[config.mk]
export PLATFORM = sky130hd
export DESIGN_NAME = mfi_irq_ctrl
export DESIGN_NICKNAME = d
export VERILOG_FILES = /design/src/hdl/mfi_irq_ctrl.v /design/src/hdl/mfi_sync.v /design/src/hdl/mfi_apb.v
export VERILOG_INCLUDE_DIRS = /design/src /design/src/pkg
export SDC_FILE = /design/constraint.sdc
export NUM_CORES = 1
export LEC_CHECK = 0
export ABC_AREA = 1
export BUFFER_PORTS_ARGS = -buffer_cell sky130_fd_sc_hd__buf_4
export CAP_MARGIN = 20
export CORE_ASPECT_RATIO = 1.1
export CORE_UTILIZATION = 40
export DETAILED_ROUTE_END_ITERATION = 6
export PLACE_DENSITY = 0.66
export REMOVE_ABC_BUFFERS = 1
export SETUP_SLACK_MARGIN = 0.1
export SYNTH_ARGS = -nofsm -noshare
export SYNTH_HDL_FRONTEND = slang
export SYNTH_HIERARCHICAL = 1
export SYNTH_SLANG_ARGS = --single-unit
export TNS_END_PERCENT = 5
[constraint.sdc]
create_clock -name CORE_CLK -period 2.1 [get_ports CORE_CLK]
set_input_delay 0 -clock CORE_CLK [delete_from_list [all_inputs] [get_ports CORE_CLK]]
set_output_delay 0 -clock CORE_CLK [all_outputs]
set_load 0.005 [all_outputs]
[src/pkg/mfi_defs.vh]
`ifndef MFI_DEFS_VH
`define MFI_DEFS_VH

// ****************************************
// register byte offsets
// ****************************************
`define MFI_OFF_CTRL      8'h00
`define MFI_OFF_SRC_FLAG  8'h04
`define MFI_OFF_SRC_EN    8'h08
`define MFI_OFF_GRP_EN    8'h0C
`define MFI_OFF_GRP_FLAG  8'h10
`define MFI_OFF_CAPTURE   8'h14
`define MFI_OFF_STATUS    8'h18

// ****************************************
// field positions
// ****************************************
`define MFI_CTRL_EMI      0
`define MFI_CTRL_CAPMODE  1
`define MFI_STAT_PEND     0
`define MFI_STAT_VEC_LO   2
`define MFI_STAT_VEC_HI   3
`define MFI_STAT_LOW      4

// ****************************************
// source slots, two per group
// ****************************************
`define MFI_SRC_PWM_PER   0
`define MFI_SRC_PWM_DUTY  1
`define MFI_SRC_TM_A      2
`define MFI_SRC_TM_P      3
`define MFI_SRC_TMC_PER   4
`define MFI_SRC_TMC_CMP   5
`define MFI_SRC_LOW_SUP   6
`define MFI_SRC_NV_DONE   7
`define MFI_NUM_SRC       8
`define MFI_NUM_GRP       4

// ****************************************
// reset values
// ****************************************
`define MFI_RST_CTRL      2'h0
`define MFI_RST_SRC       8'h00
`define MFI_RST_GRP       4'h0
`define MFI_RST_CAPTURE   10'h000
`define MFI_RST_VEC       2'h0

`endif

[src/hdl/mfi_irq_ctrl.v]
`timescale 1ns/1ps
`include "mfi_defs.vh"

module mfi_irq_ctrl (
	// clock and reset
	input  wire        CORE_CLK,
	input  wire        NRST,
	// apb slave
	input  wire        PSEL,
	input  wire        PENABLE,
	input  wire        PWRITE,
	input  wire [7:0]  PADDR,
	input  wire [31:0] PWDATA,
	output wire [31:0] PRDATA,
	output wire        PREADY,
	output wire        PSLVERR,
	// source events, one-cycle pulses on CORE_CLK, and the TMC_COUNT value
	input  wire        PWM_PERIOD_MATCH,
	input  wire        PWM_DUTY_MATCH,
	input  wire        TM_CMPA_MATCH,
	input  wire        TM_CMPP_MATCH,
	input  wire        TMC_OVERFLOW,
	input  wire        TMC_PRESET_ELAPSED,
	input  wire        TMC_CAPTURE_EDGE,
	input  wire [9:0]  TMC_COUNT,
	input  wire        NV_WRITE_DONE,
	// supply monitor level, asynchronous
	input  wire        LOW_SUPPLY,
	// processor core
	input  wire        CORE_STACK_FULL,
	input  wire        CORE_CALL_ACK,
	input  wire        CORE_RETURN_FROM_INTERRUPT_OP,
	input  wire        CORE_RET,
	output reg         CALL_REQ,
	output reg  [1:0]  CALL_VECTOR,
	output reg         PUSH_PC,
	output reg         POP_PC,
	output reg         WAKE,
	output wire        GLOBAL_IRQ_ENABLE
);

	// ****************************************
	// state codes
	// ****************************************
	localparam ST_IDLE = 2'b01;
	localparam ST_CALL = 2'b10;
	localparam [1:0] RST_CTRL = `MFI_RST_CTRL;

	// ****************************************
	// register select decode
	// ****************************************
	function [6:0] reg_sel;
		input [7:0] addr;
		begin
			case (addr)
			`MFI_OFF_CTRL:     reg_sel = 7'h01;
			`MFI_OFF_SRC_FLAG: reg_sel = 7'h02;
			`MFI_OFF_SRC_EN:   reg_sel = 7'h04;
			`MFI_OFF_GRP_EN:   reg_sel = 7'h08;
			`MFI_OFF_GRP_FLAG: reg_sel = 7'h10;
			`MFI_OFF_CAPTURE:  reg_sel = 7'h20;
			`MFI_OFF_STATUS:   reg_sel = 7'h40;
			default:           reg_sel = 7'h00;
			endcase
		end
	endfunction

	// ****************************************
	// declarations
	// ****************************************
	reg                     global_irq_enable;
	reg                     capture_mode;
	reg [`MFI_NUM_SRC-1:0]  src_flag;
	reg [`MFI_NUM_SRC-1:0]  src_enable;
	reg [`MFI_NUM_GRP-1:0]  group_irq_enable;
	reg [`MFI_NUM_GRP-1:0]  group_request_flag;
	reg [`MFI_NUM_SRC-1:0]  member_req_d;
	reg [9:0]               ten_bit_timer_capture_reg;
	reg [1:0]               state;
	reg [31:0]              rd_value;
	reg [`MFI_NUM_SRC-1:0]  next_src_flag;
	reg [`MFI_NUM_GRP-1:0]  next_group_flag;
	reg [1:0]               pick;
	reg                     next_emi;

	wire [6:0]              sel;
	wire                    addr_hit;
	wire                    wr_stb;
	wire                    low_level;
	wire                    low_rise;
	wire [`MFI_NUM_SRC-1:0] hw_set;
	wire [`MFI_NUM_SRC-1:0] member_req;
	wire [`MFI_NUM_GRP-1:0] group_set;
	wire [`MFI_NUM_GRP-1:0] eligible;
	wire                    can_take;
	wire                    wr_ctrl;
	wire                    wr_src;
	wire                    wr_en;
	wire                    wr_gen;
	wire                    wr_gflag;

	assign sel      = reg_sel(PADDR);
	assign addr_hit = |sel;
	assign wr_ctrl  = wr_stb & sel[0];
	assign wr_src   = wr_stb & sel[1];
	assign wr_en    = wr_stb & sel[2];
	assign wr_gen   = wr_stb & sel[3];
	assign wr_gflag = wr_stb & sel[4];

	assign GLOBAL_IRQ_ENABLE = global_irq_enable;

	// ****************************************
	// bus slave and supply synchroniser
	// ****************************************
	mfi_apb u_apb (
		.clk      (CORE_CLK),
		.rst_n    (NRST),
		.psel     (PSEL),
		.penable  (PENABLE),
		.pwrite   (PWRITE),
		.addr_hit (addr_hit),
		.rd_value (rd_value),
		.pready   (PREADY),
		.pslverr  (PSLVERR),
		.prdata   (PRDATA),
		.wr_stb   (wr_stb)
	);

	// monitor output is analog-derived, so it is synchronised
	mfi_sync u_low_sync (
		.clk      (CORE_CLK),
		.rst_n    (NRST),
		.async_in (LOW_SUPPLY),
		.level    (low_level),
		.rise     (low_rise)
	);

	// ****************************************
	// hardware set terms
	// ****************************************
	// pwm, timer, supply and nv event sets
	assign hw_set[`MFI_SRC_PWM_PER]  = PWM_PERIOD_MATCH;
	assign hw_set[`MFI_SRC_PWM_DUTY] = PWM_DUTY_MATCH;
	assign hw_set[`MFI_SRC_TM_A]     = TM_CMPA_MATCH;
	assign hw_set[`MFI_SRC_TM_P]     = TM_CMPP_MATCH;
	assign hw_set[`MFI_SRC_TMC_PER]  = TMC_OVERFLOW;
	assign hw_set[`MFI_SRC_TMC_CMP]  = capture_mode ? TMC_CAPTURE_EDGE
	                                                : TMC_PRESET_ELAPSED;
	assign hw_set[`MFI_SRC_LOW_SUP]  = low_rise;
	assign hw_set[`MFI_SRC_NV_DONE]  = NV_WRITE_DONE;

	// ****************************************
	// source flags
	// ****************************************
	// hold until cleared
	always @* begin
		if (wr_src) begin
			next_src_flag = PWDATA[`MFI_NUM_SRC-1:0];
		end else begin
			next_src_flag = src_flag;
		end
		// a same-cycle event beats the software clear
		next_src_flag = next_src_flag | hw_set;
	end

	always @(posedge CORE_CLK) begin
		if (!NRST) begin
			ten_bit_timer_capture_reg <= `MFI_RST_CAPTURE;
		end else if (capture_mode && TMC_CAPTURE_EDGE) begin
			ten_bit_timer_capture_reg <= TMC_COUNT;
		end
	end

	// ****************************************
	// group flags
	// ****************************************
	assign member_req = src_flag & src_enable;

	genvar g;
	generate
		for (g = 0; g < `MFI_NUM_GRP; g = g + 1) begin : grp
			assign group_set[g] =
				(member_req[2*g]   & ~member_req_d[2*g]) |
				(member_req[2*g+1] & ~member_req_d[2*g+1]);
			assign eligible[g] = group_request_flag[g] &
			                     group_irq_enable[g];
		end
	endgenerate

	assign can_take = global_irq_enable & ~CORE_STACK_FULL & (|eligible);

	// lowest group number has priority
	always @* begin
		if (eligible[0]) begin
			pick = 2'h0;
		end else if (eligible[1]) begin
			pick = 2'h1;
		end else if (eligible[2]) begin
			pick = 2'h2;
		end else begin
			pick = 2'h3;
		end
	end

	always @* begin
		if (wr_gflag) begin
			next_group_flag = PWDATA[`MFI_NUM_GRP-1:0];
		end else begin
			next_group_flag = group_request_flag;
		end
		if (state == ST_CALL && CORE_CALL_ACK) begin
			next_group_flag[CALL_VECTOR] = 1'b0;
		end
		next_group_flag = next_group_flag | group_set;
	end

	// ****************************************
	// global enable
	// ****************************************
	always @* begin
		if (wr_ctrl) begin
			next_emi = PWDATA[`MFI_CTRL_EMI];
		end else begin
			next_emi = global_irq_enable;
		end
		if (state == ST_CALL && CORE_CALL_ACK) begin
			next_emi = 1'b0;
		end
		if (CORE_RETURN_FROM_INTERRUPT_OP) begin
			next_emi = 1'b1;
		end
	end

	// ****************************************
	// register file
	// ****************************************
	always @(posedge CORE_CLK) begin
		if (!NRST) begin
			global_irq_enable  <= RST_CTRL[`MFI_CTRL_EMI];
			capture_mode       <= RST_CTRL[`MFI_CTRL_CAPMODE];
			src_flag           <= `MFI_RST_SRC;
			src_enable         <= `MFI_RST_SRC;
			group_irq_enable   <= `MFI_RST_GRP;
			group_request_flag <= `MFI_RST_GRP;
			member_req_d       <= `MFI_RST_SRC;
		end else begin
			global_irq_enable  <= next_emi;
			src_flag           <= next_src_flag;
			group_request_flag <= next_group_flag;
			member_req_d       <= member_req;
			if (wr_ctrl) begin
				capture_mode <= PWDATA[`MFI_CTRL_CAPMODE];
			end
			if (wr_en) begin
				src_enable <= PWDATA[`MFI_NUM_SRC-1:0];
			end
			if (wr_gen) begin
				group_irq_enable <= PWDATA[`MFI_NUM_GRP-1:0];
			end
		end
	end

	always @* begin
		rd_value = 32'h00000000;
		case (sel)
		7'h01: begin
			rd_value[`MFI_CTRL_EMI]     = global_irq_enable;
			rd_value[`MFI_CTRL_CAPMODE] = capture_mode;
		end
		7'h02: rd_value[`MFI_NUM_SRC-1:0] = src_flag;
		7'h04: rd_value[`MFI_NUM_SRC-1:0] = src_enable;
		7'h08: rd_value[`MFI_NUM_GRP-1:0] = group_irq_enable;
		7'h10: rd_value[`MFI_NUM_GRP-1:0] = group_request_flag;
		7'h20: rd_value[9:0] = ten_bit_timer_capture_reg;
		7'h40: begin
			rd_value[`MFI_STAT_PEND] = CALL_REQ;
			rd_value[`MFI_STAT_VEC_HI:`MFI_STAT_VEC_LO] = CALL_VECTOR;
			rd_value[`MFI_STAT_LOW] = low_level;
		end
		default: rd_value = 32'h00000000;
		endcase
	end

	// ****************************************
	// call sequencer toward the core
	// ****************************************
	always @(posedge CORE_CLK) begin
		if (!NRST) begin
			state       <= ST_IDLE;
			CALL_REQ    <= 1'b0;
			CALL_VECTOR <= `MFI_RST_VEC;
			PUSH_PC     <= 1'b0;
			POP_PC      <= 1'b0;
		end else begin
			PUSH_PC <= 1'b0;
			POP_PC  <= CORE_RETURN_FROM_INTERRUPT_OP | CORE_RET;
			case (state)
			ST_IDLE: begin
				if (can_take) begin
					CALL_VECTOR <= pick;
					CALL_REQ    <= 1'b1;
					state       <= ST_CALL;
				end
			end
			ST_CALL: begin
				if (CORE_CALL_ACK) begin
					PUSH_PC  <= 1'b1;
					CALL_REQ <= 1'b0;
					state    <= ST_IDLE;
				end else if (!(global_irq_enable && !CORE_STACK_FULL &&
				               eligible[CALL_VECTOR])) begin
					// withdrawn: software masked it or the stack filled before the core took it
					CALL_REQ <= 1'b0;
					state    <= ST_IDLE;
				end
			end
			default: begin
				CALL_REQ <= 1'b0;
				state    <= ST_IDLE;
			end
			endcase
		end
	end

	// ****************************************
	// wake-up
	// ****************************************
	// cannot run with the clock stopped; a free clock must drive it in sleep
	// any flag rise wakes
	always @(posedge CORE_CLK) begin
		if (!NRST) begin
			WAKE <= 1'b0;
		end else begin
			WAKE <= (|(next_src_flag & ~src_flag)) |
			        (|(next_group_flag & ~group_request_flag));
		end
	end

endmodule // mfi_irq_ctrl

[src/hdl/mfi_sync.v]
`timescale 1ns/1ps

// ****************************************
// two-flop synchroniser with rise detect
// ****************************************
module mfi_sync (
	// clock and reset
	input  wire clk,
	input  wire rst_n,
	// asynchronous level
	input  wire async_in,
	// synchronised results
	output wire level,
	output wire rise
);

	reg s1;
	reg s2;
	reg s3;

	// s1 feeds s2 only, never logic
	always @(posedge clk) begin
		if (!rst_n) begin
			s1 <= 1'b0;
			s2 <= 1'b0;
			s3 <= 1'b0;
		end else begin
			s1 <= async_in;
			s2 <= s1;
			s3 <= s2;
		end
	end

	assign level = s2;
	assign rise  = s2 & ~s3;

endmodule // mfi_sync

[src/hdl/mfi_apb.v]
`timescale 1ns/1ps

// ****************************************
// apb slave handshake, one wait state
// ****************************************
module mfi_apb (
	// clock and reset
	input  wire        clk,
	input  wire        rst_n,
	// apb request
	input  wire        psel,
	input  wire        penable,
	input  wire        pwrite,
	// decode and read value from the register file
	input  wire        addr_hit,
	input  wire [31:0] rd_value,
	// apb answer
	output reg         pready,
	output reg         pslverr,
	output reg  [31:0] prdata,
	// write takes effect at this edge
	output wire        wr_stb
);

	wire access_first;

	assign access_first = psel & penable & ~pready;
	assign wr_stb       = psel & penable & pready & pwrite & addr_hit;

	// read value is captured at the same edge that raises pready
	always @(posedge clk) begin
		if (!rst_n) begin
			pready  <= 1'b0;
			pslverr <= 1'b0;
			prdata  <= 32'h00000000;
		end else begin
			pready <= access_first;
			if (access_first) begin
				pslverr <= ~addr_hit;
				if (!pwrite && addr_hit) begin
					prdata <= rd_value;
				end else begin
					prdata <= 32'h00000000;
				end
			end else begin
				pslverr <= 1'b0;
			end
		end
	end

endmodule // mfi_apb

==> flow_summary.yaml <==
cells_and_area:
  layout-drive-gt1-share_pct: 17.0
  areaGrowthSynthToFinish_pct: 34.4
  fin_nets: 832
  most-common-layout-cells: "nand2_1 (151), buf_4 (100), nor2_1 (99), dfxtp_1 (88), inv_1 (88)"
  stdcell_count: 889
  diodes: 0
  fillers: 976
  largest_reg_flops: 32
  layout_commonest_cell: "nand2_1"
  fin_util_pct: 55.6
floorplan:
  dieArea_mm2: 0.0107
  ioPinCount: 109
  std_cell_rows: 38
  die_h_um: 108
  start_util_pct: 41.4
  core_mm2: 0.00994
  die_w_um: 98.7
power_and_ir_drop:
  p_seq_share_pct: 51.1
  p_per_area_mw_per_mm2: 620
  p_clk_share_pct: 36.3
  ir_drop_mv: 0.436
  switching_share_pct: 26.0
  leakagePower_uw: 0.00266
  power.internal_uw: 2540
  p_comb_share_pct: 12.6
  switchingPower_uw: 892
cts:
  clk_latency_ns: 0.36
  clock_sinks: 88
  clk_pin_slew_ns: 0.09
  cts-buffers-inserted: 9
  cts_tree: "done"
  postCtsSetupRepairBufs: 0
  htree_levels: 3
  clock_tree.root_cell: "clkbuf_8"
  cts_buffer_depth: 2
timing:
  final_hold_viol_count: 0
  fin_ws_ns: 0.257
  max_freq_ghz: 0.543
  fin_skew_ns: 0.0145
  setup_violations: 0
  maxSlewViolCount: 0
  fin_crit_ns: 1.84
  grt_setup_unrepaired: "no"
  max_slew.worst_pin.slew_ns: 0.655
  setup_tns_ns: 0
  fin_crit_sh_pct: 87.8
  relSlewSlack_pct: 56.4
  whs_ns: 0.0313
worst_setup_path:
  ff2ff_path_depth: 8
  critPathLaunchType: "input pin"
  rrSetupSlack_ns: 0.26
  worst-setup-path-type: "input pin to flip-flop"
  path_max_fanout: 7
  critPathArrivalTime_ns: 2.15
  end_kind: "flip-flop"
  timing.rr.start: "u_apb/pready$_SDFF_PN0_"
  cp.required_ns: 2.41
  regToRegEndpoint: "src_flag[4]$_SDFF_PN0_"
run_status:
  outcome: "finished clean"
drt:
  viasPerCell: 4.76
  routedWlPerCell_um: 12.5
  vias: 4236
  wirelength_mm: 11.1
  drtIter0Drc: 216
  drc_errors: 0
  drt_pass1_iterations: 5
  drtAntennaViolNets: 0
yosys:
  ys_seq_elements: 88
  syn_inst: 624
  syn_area_mm2: 0.00411
  yosys_warnings: 6
  yosysSeqAreaShare_pct: 42.8
  synth_edf_count: 0
  synthDistinctLibCells: 29
  synth-main-ff-cell: "dfxtp_1"
  synthArstFlopShare_pct: 0
  syn_avg_cell_area_um2: 6.59
hold_path:
  holdPathEnd: "src_flag[5]$_SDFF_PN0_"
  holdPathStages: 5
  hold_class: "input pin to flip-flop"
  hp-start: "TMC_PRESET_ELAPSED"
placement:
  place_ws_ns: -0.0354
  port_buffers: 84
  hpwl_mm: 8.00
  dp.cells: 841
  gp_congestion: 0.871
global_routing:
  grt_pass1_vias: 4097
  grt_max_degree: 70
  antenna_found_initial: 0
  overflow: 0
  grt_pass1_wl_mm: 18.6
  grt_usage_pct: 22.2
run:
  maxCapViolCount: 0
-- per-stage QoR --
step / power, uW / area (um2)
2_1_floorplan: 1970 / 4050
4_1_cts: 3460 / 5500
6_report: 3430 / 5530
5_1_grt: 3600 / 5530
3_3_place_gp: 2170 / 4970
3_5_place_dp: 2170 / 4970
-- metal layers --
layer | GRT usage (%) | wire length (um) | vias to the layer above
met3 | 3.94 | 485 | 23
met2 | 39.8 | 5430 | 114
met4 | 8.74 | 280 | 0
met5 | 0 | 0 | -
met1 | 26.3 | 4940 | 1885
li1 | - | - | 2214
-- cell families after synthesis --
kind of cell / share of synthesized area (%)
simple gates: 35.2
buf+inv: 11.6
other cells: 0.0912
compound gates: 10.2
flops: 42.8
-- power groups by stage --
stage               logic [uW]  registers, uW  clock network [uW]
global route               490           1760                1350
CTS                        430           1750                1270
floorplan                  175           1790                   0
finish                     433           1750                1240
global placement           375           1790                   0
detailed placement         381           1790                   0
-- synthesized netlist by cell type (all sizes together) (2+ instances only) --
master / number / area [um2]
nand2: 152 / 573
nor2: 108 / 435
inv: 89 / 334
dfxtp: 88 / 1760
nand3: 61 / 310
a21oi: 32 / 160
o21ai: 27 / 135
buf: 19 / 118
nor3: 19 / 95.1
clkbuf: 6 / 22.5
o22ai: 5 / 31.3
o221ai: 4 / 35.0
nand3b: 3 / 22.5
o2111ai: 3 / 26.3
nand4: 2 / 12.5
-- worst max-delay path, stage by stage --
cell and delay, ns:
buf_4 0.12, inv_1 0.11, nand2_1 0.09, nor2_2 0.22, nand2_1 0.11, nand4_1 0.13, nand3_1 0.13, nor2_4 0.17
buf_4 0.19, nand3_1 0.08, nand3_1 0.11, dlygate4sd3_1 0.57, nand2_1 0.05, inv_1 0.07
-- timing repair --
action | 4_1_cts | 5_1_grt
endpoints found under the setup margin | 0 | 5
resized for setup | 0 | 5
hold endpoints to repair | 35 | 0
hold buffers | 32 | 0
-- worst max-delay path by stage --
stage / start / to / cells after the start
global placement: PADDR[0] / WAKE$_SDFF_PN0_ / 17
detailed placement: PADDR[5] / src_enable[4]$_SDFFE_PN0P_ / 14
finish: PADDR[3] / src_flag[4]$_SDFF_PN0_ / 14
floorplan: PADDR[7] / WAKE$_SDFF_PN0_ / 16
global route: PADDR[3] / src_flag[4]$_SDFF_PN0_ / 14
CTS: u_apb/pready$_SDFF_PN0_ / src_flag[1]$_SDFF_PN0_ / 8
-- cell type report --
class	count	area [um2]	share of cell area [%]
multi-input combinational	442	1980	35.8
sequential	88	1760	31.9
timing repair buffer	133	1090	19.7
inverter	90	338	6.11
tap	120	150	2.72
clock buffer	10	138	2.49
clock inverter	6	72.6	1.31
Note: power is estimated with default switching activity, not from simulation.
